--- config.mk ---
export PLATFORM = sky130hd
export DESIGN_NAME = opc_pump_ctrl
export DESIGN_NICKNAME = d
export VERILOG_FILES = /design/src/design/opc_override_mux.v /design/src/design/opc_pump_ctrl.v
export VERILOG_INCLUDE_DIRS = /design/src /design/src/design
export SDC_FILE = /design/constraint.sdc
export NUM_CORES = 1
export LEC_CHECK = 0
export BUFFER_PORTS_ARGS = -buffer_cell sky130_fd_sc_hd__buf_2
export CAP_MARGIN = 10
export CORE_MARGIN = 4
export CORE_UTILIZATION = 45
export CTS_BUF_LIST = sky130_fd_sc_hd__clkbuf_8
export DETAILED_ROUTE_END_ITERATION = 8
export HOLD_SLACK_MARGIN = 0.06
export PLACE_DENSITY = 0.76
export SLEW_MARGIN = 20
export SYNTH_ARGS = -nofsm -noshare
export SYNTH_HDL_FRONTEND = slang
export SYNTH_SLANG_ARGS = --single-unit
export TNS_END_PERCENT = 5
--- constraint.sdc ---
create_clock -name ref_clk -period 2.2 [get_ports ref_clk]
set_input_delay 0.11 -clock ref_clk [delete_from_list [all_inputs] [get_ports ref_clk]]
set_output_delay 0.11 -clock ref_clk [all_outputs]
set_load 0.005 [all_outputs]
--- src/design/opc_pump_ctrl_map.vh ---
// Register map constants for the output PLL PFD and charge pump control block
`ifndef OPC_PUMP_CTRL_MAP_VH
`define OPC_PUMP_CTRL_MAP_VH

// ==========================================================================
// Register addresses
`define OPC_ADDR_PUMP_CONTROL 8'h0B
`define OPC_ADDR_PUMP_OFFSET_CONTROL 8'h0C
`define OPC_ADDR_ANTIBACKLASH_LOCK 8'h0D

// ==========================================================================
// Reset values
`define OPC_RST_PUMP_CONTROL 8'h30
`define OPC_RST_PUMP_OFFSET_CONTROL 8'h00
`define OPC_RST_ANTIBACKLASH_LOCK 8'h00

// ==========================================================================
// Writable bit masks
`define OPC_MASK_PUMP_CONTROL 8'hFF
`define OPC_MASK_PUMP_OFFSET_CONTROL 8'h7F
`define OPC_MASK_ANTIBACKLASH_LOCK 8'hC1
`define OPC_READ_ZERO 8'h00

// ==========================================================================
// Pump control fields
`define OPC_PC_CURRENT_EN 7
`define OPC_PC_ABL_EN 6
`define OPC_PC_MODE_HI 5
`define OPC_PC_MODE_LO 4
`define OPC_PC_MODE_EN 3
`define OPC_PC_FB_EDGE 2
`define OPC_PC_REF_EDGE 1
`define OPC_PC_VCO_MID 0

// ==========================================================================
// Pump offset control fields
`define OPC_OC_DIR 6
`define OPC_OC_FRAC_HI 5
`define OPC_OC_FRAC_LO 4
`define OPC_OC_EN 3
`define OPC_OC_UP_DIV2 2
`define OPC_OC_DN_DIV2 1
`define OPC_OC_FB_DIV2 0

// ==========================================================================
// Antibacklash and lock detect fields
`define OPC_AL_PERIOD_HI 7
`define OPC_AL_PERIOD_LO 6
`define OPC_AL_LOCK_PD 0

// ==========================================================================
// Encodings
`define OPC_MODE_TRISTATE 2'h0
`define OPC_MODE_PUMP_UP 2'h1
`define OPC_MODE_PUMP_DOWN 2'h2
`define OPC_MODE_NORMAL 2'h3
`define OPC_FRAC_HALF 2'h0
`define OPC_FRAC_QUARTER 2'h1
`define OPC_FRAC_EIGHTH 2'h2
`define OPC_FRAC_SIXTEENTH 2'h3
`define OPC_ABL_MINIMUM 2'h0
`define OPC_ABL_LOW 2'h1
`define OPC_ABL_HIGH 2'h2
`define OPC_ABL_MAXIMUM 2'h3

// ==========================================================================
// Register index codes
`define OPC_IDX_NONE 2'h0
`define OPC_IDX_PUMP_CONTROL 2'h1
`define OPC_IDX_PUMP_OFFSET 2'h2
`define OPC_IDX_ANTIBACKLASH 2'h3

// ==========================================================================
// Offset selection bus fields
`define OPC_SEL_DIR 2
`define OPC_SEL_FRAC_HI 1
`define OPC_SEL_FRAC_LO 0

`endif

--- src/design/opc_override_mux.v ---
// Selects between a software setting and the device's own setting
`timescale 1ns/10ps
`default_nettype none

module opc_override_mux #(
    parameter WIDTH = 2
) (
    // Selection
    input wire overrideEnable,
    // Candidates
    input wire [WIDTH-1:0] softwareValue,
    input wire [WIDTH-1:0] autoValue,
    // Result
    output wire [WIDTH-1:0] selectedValue
);

    assign selectedValue = overrideEnable ? softwareValue : autoValue;

endmodule // opc_override_mux

`default_nettype wire

--- src/design/opc_pump_ctrl.v ---
// Output PLL PFD and charge pump control registers with override selection
//
// Summary of operation
// - Mode field value 00 means tristate and 01 means pump up continuously.
// - Mode field value 10 means pump down, 11 means normal, and 11 is the reset value.
// - With pump control bit 3 clear the device picks the mode, with it set bits 5:4 decide.
// - Pump control bit 2 picks the feedback edge, 0 rising by default and 1 falling.
// - Pump control bit 1 picks the reference edge, 0 rising by default and 1 falling.
// - Pump control bit 0 set forces the oscillator control voltage to midscale, 0 is normal.
// - Offset bit 6 sets offset direction, 0 up by default and 1 down, only while offset bit 3 is set.
// - Offset bits 5:4 give offset current as 1/2, 1/4, 1/8 or 1/16 of pump current, only while bit 3 is set.
// - With offset bit 3 clear the device sets the offset current, with it set bits 6:4 decide.
// - Offset bits 2, 1 and 0 enable test divide-by-2 on PFD up, PFD down and feedback paths.
// - Antibacklash bits 7:6 select minimum, low, high or maximum period, minimum by default.
// - The antibacklash field applies only while pump control bit 6 is set, else the device picks.
// - Antibacklash bit 0 set powers down the lock detector, 0 keeps it active by default.
`timescale 1ns/10ps
`default_nettype none
`include "opc_pump_ctrl_map.vh"

module opc_pump_ctrl (
    // Clock and reset
    input wire ref_clk,
    input wire rst,
    // Register access from the serial port
    input wire [7:0] regAddr,
    input wire [7:0] regWrData,
    input wire regWrEn,
    input wire regRdEn,
    input wire readBuffered,
    input wire ioUpdate,
    output reg [7:0] regRdData,
    output reg regAddrHit,
    // Settings chosen by the device itself
    input wire [1:0] autoPumpMode,
    input wire autoOffsetDirection,
    input wire [1:0] autoOffsetFraction,
    input wire [1:0] autoAntibacklashPeriod,
    // Analog controls
    output reg [1:0] pump_operating_mode,
    output reg pumpCurrentOverrideEnable,
    output reg feedbackEdgeFalling,
    output reg referenceEdgeFalling,
    output reg vcoForceMidscale,
    output reg pump_offset_direction,
    output reg [1:0] pump_offset_fraction,
    output reg pfdUpDiv2Enable,
    output reg pfdDownDiv2Enable,
    output reg feedbackDiv2Enable,
    output reg [1:0] antibacklashPeriod,
    output reg lockDetectPowerDown
);

    // ======================================================================
    // Buffered and active copies
    // Writes land in the buffer; ioUpdate makes them live together so
    // related fields never change one at a time.
    reg [7:0] bufPumpControl_reg;
    reg [7:0] bufOffsetControl_reg;
    reg [7:0] bufAntibacklash_reg;
    reg [7:0] actPumpControl_reg;
    reg [7:0] actOffsetControl_reg;
    reg [7:0] actAntibacklash_reg;

    // Write merge keeps unused bits at zero
    function [7:0] maskWrite;
        input [7:0] data;
        input [7:0] mask;
        begin
            maskWrite = data & mask;
        end
    endfunction

    // Address decode shared by the write and read paths
    function [1:0] regIndex;
        input [7:0] addr;
        begin
            case (addr)
                `OPC_ADDR_PUMP_CONTROL: regIndex = `OPC_IDX_PUMP_CONTROL;
                `OPC_ADDR_PUMP_OFFSET_CONTROL: regIndex = `OPC_IDX_PUMP_OFFSET;
                `OPC_ADDR_ANTIBACKLASH_LOCK: regIndex = `OPC_IDX_ANTIBACKLASH;
                default: regIndex = `OPC_IDX_NONE;
            endcase
        end
    endfunction

    wire [1:0] accessIndex;
    assign accessIndex = regIndex(regAddr);

    always @(posedge ref_clk) begin
        if (rst) begin
            bufPumpControl_reg <= `OPC_RST_PUMP_CONTROL;
            bufOffsetControl_reg <= `OPC_RST_PUMP_OFFSET_CONTROL;
            bufAntibacklash_reg <= `OPC_RST_ANTIBACKLASH_LOCK;
        end else if (regWrEn) begin
            case (accessIndex)
                `OPC_IDX_PUMP_CONTROL: begin
                    bufPumpControl_reg <= maskWrite(regWrData, `OPC_MASK_PUMP_CONTROL);
                end
                `OPC_IDX_PUMP_OFFSET: begin
                    bufOffsetControl_reg <= maskWrite(regWrData, `OPC_MASK_PUMP_OFFSET_CONTROL);
                end
                `OPC_IDX_ANTIBACKLASH: begin
                    bufAntibacklash_reg <= maskWrite(regWrData, `OPC_MASK_ANTIBACKLASH_LOCK);
                end
                default: begin
                end
            endcase
        end
    end

    always @(posedge ref_clk) begin
        if (rst) begin
            actPumpControl_reg <= `OPC_RST_PUMP_CONTROL;
            actOffsetControl_reg <= `OPC_RST_PUMP_OFFSET_CONTROL;
            actAntibacklash_reg <= `OPC_RST_ANTIBACKLASH_LOCK;
        end else if (ioUpdate) begin
            actPumpControl_reg <= bufPumpControl_reg;
            actOffsetControl_reg <= bufOffsetControl_reg;
            actAntibacklash_reg <= bufAntibacklash_reg;
        end
    end

    // ======================================================================
    // Read back
    reg [7:0] rdData_next;
    reg rdHit_next;

    // Unmapped reads return zero so software never sees a stale byte
    always @* begin
        rdData_next = `OPC_READ_ZERO;
        rdHit_next = 1'b1;
        case (accessIndex)
            `OPC_IDX_PUMP_CONTROL: begin
                rdData_next = readBuffered ? bufPumpControl_reg : actPumpControl_reg;
            end
            `OPC_IDX_PUMP_OFFSET: begin
                rdData_next = readBuffered ? bufOffsetControl_reg : actOffsetControl_reg;
            end
            `OPC_IDX_ANTIBACKLASH: begin
                rdData_next = readBuffered ? bufAntibacklash_reg : actAntibacklash_reg;
            end
            default: begin
                rdHit_next = 1'b0;
            end
        endcase
    end

    always @(posedge ref_clk) begin
        if (rst) begin
            regRdData <= `OPC_READ_ZERO;
            regAddrHit <= 1'b0;
        end else if (regRdEn) begin
            regRdData <= rdData_next;
            regAddrHit <= rdHit_next;
        end
    end

    // ======================================================================
    // Override selection
    // Auto values pass straight through until software claims a field
    wire [1:0] modeSel;
    wire [2:0] offsetSel;
    wire [1:0] ablSel;

    opc_override_mux #(.WIDTH(2)) u_mode_mux (
        .overrideEnable(actPumpControl_reg[`OPC_PC_MODE_EN]),
        .softwareValue(actPumpControl_reg[`OPC_PC_MODE_HI:`OPC_PC_MODE_LO]),
        .autoValue(autoPumpMode),
        .selectedValue(modeSel)
    );

    opc_override_mux #(.WIDTH(3)) u_offset_mux (
        .overrideEnable(actOffsetControl_reg[`OPC_OC_EN]),
        .softwareValue(actOffsetControl_reg[`OPC_OC_DIR:`OPC_OC_FRAC_LO]),
        .autoValue({autoOffsetDirection, autoOffsetFraction}),
        .selectedValue(offsetSel)
    );

    opc_override_mux #(.WIDTH(2)) u_abl_mux (
        .overrideEnable(actPumpControl_reg[`OPC_PC_ABL_EN]),
        .softwareValue(actAntibacklash_reg[`OPC_AL_PERIOD_HI:`OPC_AL_PERIOD_LO]),
        .autoValue(autoAntibacklashPeriod),
        .selectedValue(ablSel)
    );

    // ======================================================================
    // Registered analog controls
    // One cycle behind the active copy; analog settling dwarfs it.
    always @(posedge ref_clk) begin
        if (rst) begin
            pump_operating_mode <= `OPC_MODE_NORMAL;
            pumpCurrentOverrideEnable <= 1'b0;
            feedbackEdgeFalling <= 1'b0;
            referenceEdgeFalling <= 1'b0;
            vcoForceMidscale <= 1'b0;
            pump_offset_direction <= 1'b0;
            pump_offset_fraction <= `OPC_FRAC_HALF;
            pfdUpDiv2Enable <= 1'b0;
            pfdDownDiv2Enable <= 1'b0;
            feedbackDiv2Enable <= 1'b0;
            antibacklashPeriod <= `OPC_ABL_MINIMUM;
            lockDetectPowerDown <= 1'b0;
        end else begin
            pump_operating_mode <= modeSel;
            pumpCurrentOverrideEnable <= actPumpControl_reg[`OPC_PC_CURRENT_EN];
            feedbackEdgeFalling <= actPumpControl_reg[`OPC_PC_FB_EDGE];
            referenceEdgeFalling <= actPumpControl_reg[`OPC_PC_REF_EDGE];
            vcoForceMidscale <= actPumpControl_reg[`OPC_PC_VCO_MID];
            pump_offset_direction <= offsetSel[`OPC_SEL_DIR];
            pump_offset_fraction <= offsetSel[`OPC_SEL_FRAC_HI:`OPC_SEL_FRAC_LO];
            pfdUpDiv2Enable <= actOffsetControl_reg[`OPC_OC_UP_DIV2];
            pfdDownDiv2Enable <= actOffsetControl_reg[`OPC_OC_DN_DIV2];
            feedbackDiv2Enable <= actOffsetControl_reg[`OPC_OC_FB_DIV2];
            antibacklashPeriod <= ablSel;
            lockDetectPowerDown <= actAntibacklash_reg[`OPC_AL_LOCK_PD];
        end
    end

endmodule // opc_pump_ctrl

`default_nettype wire

Word-level counts from Yosys, hierarchy flattened

Index checks and enable logic that the tools add are counted.
W data, S select, Z words.

Reductions and logical operators: 4
Equality and inequality tests: 6
Muxes and demuxes: 9

Operators with widths:

| operator             | count |
|---|---|
| $eq A8 B4 Y1 const B | 3 |
| $pmux W8 S3          | 1 |
| $mux W8              | 2 |
| $mux W7              | 1 |
| $pmux W2 S3          | 1 |
| $reduce_and A2 Y1    | 3 |
| $eq A2 B2 Y1 const B | 2 |
| $mux W2              | 2 |
| $mux W3              | 1 |
| $reduce_or A3 Y1     | 1 |
| $eq A2 B1 Y1 const B | 1 |
| $mux W1              | 1 |

Register bits: 60
Input bits: 29
Logic and storage cells: 39
Output and inout bits: 24

Longest topological paths before layout

Gate-level depths: netlist of run 1.

Depth after elaboration: 5
Mapped depth: 6
Depth with buffers taken out: 4

By module

A second synthesis of run 1 with hierarchy kept.

Cell total of the unflattened synthesis: 227
Area, all modules: 2399.8 um^2

Modules (own cells, without submodules):

| module                            | area each (um^2) | sequential area each (um^2) | cells each | instances |
|---|---|---|---|---|
| opc_pump_ctrl                     | 2321.0           | 1201.2                      | 220        | 1 |
| opc_override_mux at u_abl_mux ... | 22.5             | 0.0                         | 2          | 2 |
| opc_override_mux at u_offset_mux  | 33.8             | 0.0                         | 3          | 1 |

Least setup slack after synthesis of run 1

No wires, ideal clock.

Path type: in2reg
From: in regAddr[0]
To: reg bufOffsetControl_reg[0]
Setup time: 0.128 ns
Path buffers: 2
Required time: 2.072 ns
Arrival time: 1.416 ns
Cell stages on the path: 6
Setup slack: 0.656 ns
Cell sequence: or3b_1 > buf_2 > or4b_4 > buf_6 > mux2i_1 > nor2_1

Longest elaborated chain between the ends: 4
Elaborated cells between the ends (all ways): 6
Classes of those cells: 4 x eq/ne; 1 x mux; 1 x reduce/logical

RTL lines:

| item                          | line                | RTL |
|---|---|---|
| start: declaration            | opc_pump_ctrl.v:26  | `input wire [7:0] regAddr,` |
| $eq A8 B4 Y1                  | opc_pump_ctrl.v:78  | `case (addr)` |
| $pmux W2 S3 *                 | opc_pump_ctrl.v:78  |  |
| $eq A2 B2 Y1 *                | opc_pump_ctrl.v:96  | `case (accessIndex)` |
| $reduce_and A2 Y1 (no line) * | --                  |  |
| end signal: assignment        | opc_pump_ctrl.v:93  | `` bufOffsetControl_reg <= `OPC_RST_PUMP_OFFSET_CONTROL; `` |
| end signal: assignment        | opc_pump_ctrl.v:101 | `` bufOffsetControl_reg <= maskWrite(regWrData, `OPC_MASK_PUMP_OFFSET_CONTROL); `` |
| end: declaration              | opc_pump_ctrl.v:59  | `reg [7:0] bufOffsetControl_reg;` |

Mark *: on every way between the ends. The rest lies on a longest branch, timed or not.
A chain may end at the register's enable or synchronous reset.

Worst setup path in the final report of run 1

From: in regAddr[7]
To: reg bufPumpControl_reg[4]

Longest elaborated chain between the ends: 4
Elaborated cells between the ends (all ways): 6
Classes of those cells: 4 x eq/ne; 1 x mux; 1 x reduce/logical

RTL lines:

| item                          | line               | RTL |
|---|---|---|
| $eq A8 B4 Y1                  | opc_pump_ctrl.v:78 |  |
| $pmux W2 S3 *                 | opc_pump_ctrl.v:78 |  |
| $eq A2 B1 Y1 *                | opc_pump_ctrl.v:96 |  |
| $reduce_and A2 Y1 (no line) * | --                 |  |
| end signal: assignment        | opc_pump_ctrl.v:92 | `` bufPumpControl_reg <= `OPC_RST_PUMP_CONTROL; `` |
| end signal: assignment        | opc_pump_ctrl.v:98 | `` bufPumpControl_reg <= maskWrite(regWrData, `OPC_MASK_PUMP_CONTROL); `` |
| end: declaration              | opc_pump_ctrl.v:58 | `reg [7:0] bufPumpControl_reg;` |

Marked as above.

==> flow_metrics.tcl, run 1 <==
set metrics [dict create \
    tns_ns 0 \
    htreeDepth 3 \
    layout-drive-gt1-share_pct 25.08 \
    fin_nets 323 \
    cts_tree "built" \
    grt_setup_unrepaired "no" \
    synth_top_cells_by_area "dfxtp_1 (50%), mux2i_1 (23%), nor2_1 (7.5%)" \
    multi_input_area_um2 1106 \
    r2r-end "regRdData[3]$_SDFFE_PP0P_" \
    yosysUniqueCellTypes 23 \
    met2_usage_pct 28.49 \
    routed_wl_um 5209 \
    period_share_pct 68.35 \
    finalMaxSlewViolations 0 \
    ys.flop_type "dfxtp_1" \
    fp.dieArea_um2 6546 \
    hold_viol_final 0 \
    crit_type "primary input to flip-flop" \
    cp.required_ns 2.43 \
    drc_errors 0 \
    outcome "complete, no violations" \
    dr.first_iter.drc_count 73 \
    holdPathStages 3 \
    critPathCaptureType "flip-flop" \
    synth_cells 231 \
    cts_resized 0 \
    row_count 26 \
    avgSynthCellArea_um2 10.36 \
    final_cells 369 \
    syn_area_um2 2392 \
    ys_warn_count 0 \
    grt_pass1_vias 1799 \
    synth_area_leader_cell "dfxtp_1" \
    grt_max_degree 61 \
    clockBufferDepth 2 \
    synth_edf_count 0 \
    antenna_found_initial 0 \
    grtUsageTotal_pct 17.57 \
    syn_to_final_growth_pct 25.31 \
    setup_viol 0 \
    placed_cells 342 \
    cp-startpoint "regAddr[7]" \
    port_buffers 52 \
    dr.pass1.iters 4 \
    yosysSeqAreaShare_pct 50.21 \
    dieHeight_um 80.91 \
    cp_max_fo 10 \
    cp-endpoint "bufPumpControl_reg[4]$_SDFFE_PP1P_" \
    tightest_slew_ns 0.6017 \
    cp.arrival_ns 1.73 \
    boundaryPins 53 \
    cts_root_buf "clkbuf_8" \
    async_reset_ff_share_pct 0 \
    timing.rr.start "actOffsetControl_reg[3]$_SDFFE_PP0P_" \
    slew_headroom_pct 59.89 \
    maxCapViolCount 0 \
    insertion_delay_ns 0.34 \
    routabilityCongestion 0.7433 \
    skew_ns 0.006448 \
    insertedDiodeCount 0 \
    met3_usage_pct 6.874 \
    cts_sinks 60 \
    fmax_ghz 0.6651 \
    synth_top_area_share_pct 50.21 \
    chipWidth_um 80.91 \
    synth-seq-cells 60 \
    gr-max-usage-layer "met2" \
    design_area_um2 2998 \
    r2r_slack_ns 1.19 \
    peakVddDrop_uv 442.6 \
    via_per_inst 4.976 \
    layout_common_cells "dfxtp_1 (60), mux2i_1 (55), buf_2 (52)" \
    grt_overflow 0 \
    vias 1836 \
    dpl_cell_area_um2 2704 \
    hold_slack_ns 0.06296 \
    synth_nets 260 \
    cellPowerDensity_nw_per_um2 721.1 \
    cts.clk_slew.worst_paths_ns 0.06 \
    met1_usage_pct 21.62 \
    ant_nets 0 \
    grt_pass1_wl_um 8542 \
    fillers 483 \
    r2r_cells 4 \
    drt-wirelength-per-cell_um 14.12 \
    fin_crit_ns 1.504 \
    min_path_type "primary input to flip-flop" \
    core_um2 5140 \
    ff_latch_area_um2 1201 \
    dp_hpwl_um 3364 \
    final_common_cell "dfxtp_1" \
    crit_path_start_kind "primary input" \
    initial_core_util_pct 46.54 \
    p_leak_nw 1.421 \
    cts_made_buffers 9 \
]
per-stage QoR:
stage | power [mW] | setup slack, ns | utilization, %
floorplan | 1.193 | 0.6563 | -
global placement | 1.246 | 0.3952 | 52.60
global route | 2.254 | 0.5801 | 58.33
CTS | 2.179 | 0.7044 | 58.33
detailed placement | 1.247 | 0.3215 | 52.60
finish | 2.162 | 0.6964 | 58.33
cells by family (layout without fill, tap and decap cells):
logic type | count (synthesis) | count (layout) | share of synthesized area, %
AND/OR/NAND/NOR | 71 | 71 | 14.85
multiplexers | 55 | 55 | 23.01
flip-flops | 60 | 60 | 50.21
AO/OA/AOI/OAI | 26 | 26 | 8.368
buffers and inverters | 19 | 87 | 3.556
report_power, final:
group	internal, mW	switching [mW]
logic	0.0664	0.0727
clock network	0.508	0.416
registers	1.10	0.00322
total	1.67	0.492
per-layer routing:
metal,vias up,share of wire (%)
li1,924,-
met1,856,44
met2,48,48
met3,8,6.2
met4,0,1.2
met5,-,0
worst min-delay path by stage:
stage,to,startpoint
floorplan,antibacklashPeriod[0]$_SDFF_PP0_,autoAntibacklashPeriod[0]
global placement,pump_offset_fraction[0]$_SDFF_PP0_,autoOffsetFraction[0]
detailed placement,pump_offset_fraction[0]$_SDFF_PP0_,autoOffsetFraction[0]
CTS,bufOffsetControl_reg[5]$_SDFFE_PP0P_,regWrData[5]
global route,bufOffsetControl_reg[5]$_SDFFE_PP0P_,regWrData[5]
finish,bufOffsetControl_reg[5]$_SDFFE_PP0P_,regWrData[5]
timing repair:
| item | CTS | global route |
|---|---|---|
| hold buffers | 11 | 0 |
| setup buffers | 0 | 0 |
| hold endpoints to repair | 15 | 0 |
| setup endpoints to repair | 0 | 0 |
synthesized netlist by cell type, types with 2 or more instances:
library cell	instances
a211o_1	6
buf_2	5
mux2i_1	55
nor2b_1	12
or4b_4	2
a22oi_1	6
a21oi_1	3
clkbuf_1	10
nor2_1	48
nand2_1	2
o21ai_1	2
o22ai_1	8
dfxtp_1	60
or4b_1	2
inv_1	2
layout make-up:
cell class	instances	area share (%)
Sequential cell	60	40.07
Multi-Input combinational cell	152	36.89
Timing Repair Buffer	68	13.61
Clock buffer	9	4.132
Tap cell	70	2.922
Clock inverter	7	2.003
Inverter	3	0.3756
critical path, stage by stage:
cell and delay [ns]:
buf_2 0.12, nor4bb_1 0.38, or4b_1 0.74, a211o_1 0.38
No activity file was read; power rests on OpenSTA's default activity.
==> inputs of run 2 (changes only) <==
Settings changed: PLACE_DENSITY 0.76 to 0.79.
Clock period 2.2 ns to 1.3 ns, I/O delays scaled along.
==> flow_metrics.tcl, run 2 (synthesis results as in run 1) <==
set metrics [dict create \
    skew_ns 0.008550 \
    min_path_type "primary input to flip-flop" \
    initial_core_util_pct 46.54 \
    final_cells 383 \
    critPathCaptureType "flip-flop" \
    max_stage_delay_ns 0.48 \
    cp.arrival_ns 1.48 \
    dieHeight_um 80.91 \
    fillers 463 \
    routabilityCongestion 0.7323 \
    tightest_slew_ns 0.5942 \
    crit_path_start_kind "primary input" \
    grt_max_degree 24 \
    outcome "complete, no violations" \
    slew_headroom_pct 60.39 \
    chipWidth_um 80.91 \
    internal_power_mw 2.761 \
    cts_tree "built" \
    switchingPower_mw 0.8059 \
    cts.clk_slew.worst_paths_ns 0.06 \
    grt_overflow 0 \
    cp.buffers_inverters 2 \
    fmax_ghz 0.7988 \
    routed_wl_um 5598 \
    cp.required_ns 1.53 \
    cp_max_fo 10 \
    cp_slowest_cell "or4b_1" \
    cts_root_buf "clkbuf_8" \
    p_leak_nw 1.502 \
    ant_nets 0 \
    peakVddDrop_uv 850.6 \
    fp.dieArea_um2 6546 \
    grt_pass1_wl_um 9273 \
    dr.pass1.iters 5 \
    layout_common_cells "dfxtp_1 (60), mux2i_1 (55), buf_2 (52)" \
    vias 1935 \
    dr.first_iter.drc_count 160 \
    boundaryPins 53 \
    crit_chain "buf_2 -> nor4bb_4 -> or4b_1 -> buf_4 -> a211o_1" \
    via_per_inst 5.052 \
    grtUsageTotal_pct 18.99 \
    combPwrFrac_pct 7.8 \
    htreeDepth 3 \
    dp_hpwl_um 3733 \
    p_seq_share_pct 52.2 \
    period_share_pct 96.30 \
    crit_type "primary input to flip-flop" \
    antenna_found_initial 0 \
    cts_sinks 60 \
    row_count 26 \
    syn_to_final_growth_pct 31.12 \
    fin_nets 338 \
    cts_made_buffers 9 \
    layout-drive-gt1-share_pct 27.80 \
    grt_pass1_vias 1930 \
    cellPowerDensity_nw_per_um2 1137 \
    port_buffers 52 \
    drt-wirelength-per-cell_um 14.62 \
    pre_cts_ws_ns -0.3718 \
    placed_cells 353 \
    insertion_delay_ns 0.33 \
    worst_slack_ns 0.04813 \
    setup_viol 0 \
    clkPwrFrac_pct 40.0 \
    clockBufferDepth 2 \
    fin_crit_ns 1.252 \
    maxCapViolCount 0 \
    hold_viol_final 0 \
    finalMaxSlewViolations 0 \
    core_um2 5140 \
    cp_top_family "simple AND/OR/NAND/NOR gates" \
    drc_errors 0 \
    swShare_pct 22.60 \
    insertedDiodeCount 0 \
    final_common_cell "dfxtp_1" \
    dpl_cell_area_um2 2799 \
    design_area_um2 3137 \
]
-- run 2: cell types whose count changed in the layout (fill, tap and decap cells not counted), sizes merged --
cell | before | now
bufinv | 1 | 0
buf | 57 | 68
clkinvlp | 1 | 0
dlygate4sd3 | 11 | 15
clkinv | 4 | 3
clkbuf | 9 | 11
-- run 2: through the flow --
step / TNS, ns / utilization (%) / total power, mW / hold WS (ns)
finish: 0 / 61.03 / 3.567 / 0.1091
global placement: -6.661 / 54.45 / 2.132 / 0.3001
global route: -0.004039 / 61.03 / 3.714 / 0.1219
CTS: 0 / 60.74 / 3.597 / 0.08755
detailed placement: -7.089 / 54.45 / 2.138 / 0.3044
floorplan: -2.516 / - / 2.018 / 0.2089
-- run 2: cell type report --
class / count / area (µm²) / area share [%]
clock buffers: 11 / 151.4 / 4.826
clock inverters: 4 / 17.52 / 0.5584
inverters: 3 / 11.26 / 0.3590
multi-input cells: 152 / 1125 / 35.86
flip-flops and latches: 60 / 1201 / 38.29
well taps: 70 / 87.58 / 2.792
repair buffers: 83 / 543.0 / 17.31
-- run 2: path summary, 6_finish.rpt --
path / start / end / slack [ns] / cells past startpoint
worst min register to register: regRdData[0]$_SDFFE_PP0P_ / regRdData[0]$_SDFFE_PP0P_ / 0.46 / 2
worst min-delay path: rst / regRdData[4]$_SDFFE_PP0P_ / 0.11 / 2
worst max register to register: actOffsetControl_reg[3]$_SDFFE_PP0P_ / regRdData[3]$_SDFFE_PP0P_ / 0.31 / 4
worst max-delay path: regAddr[7] / bufPumpControl_reg[4]$_SDFFE_PP1P_ / 0.05 / 5
-- run 2: repair_timing --
action	4_1_cts	5_1_grt
hold endpoints to repair	23	0
buffers inserted	0	0
pin swaps	0	1
resized for setup	1	2
cloned	0	0
hold buffers	15	0
endpoints found under the setup margin	3	14
-- run 2: routing by layer --
metal | vias up | wire length [µm] | GRT usage, %
li1 | 958 | - | -
met1 | 899 | 2437 | 22.83
met2 | 65 | 2668 | 31.44
met3 | 13 | 354 | 4.656
met4 | 0 | 137 | 9.628
met5 | - | 0 | 0
-- run 2: power by group through the flow --
stage,Combinational [mW],Clock [mW],Sequential (mW)
after detailed placement,0.238,0,1.90
final,0.280,1.43,1.86
after global routing,0.302,1.55,1.86
after global placement,0.231,0,1.90
after CTS,0.273,1.46,1.86
after floorplan,0.116,0,1.90
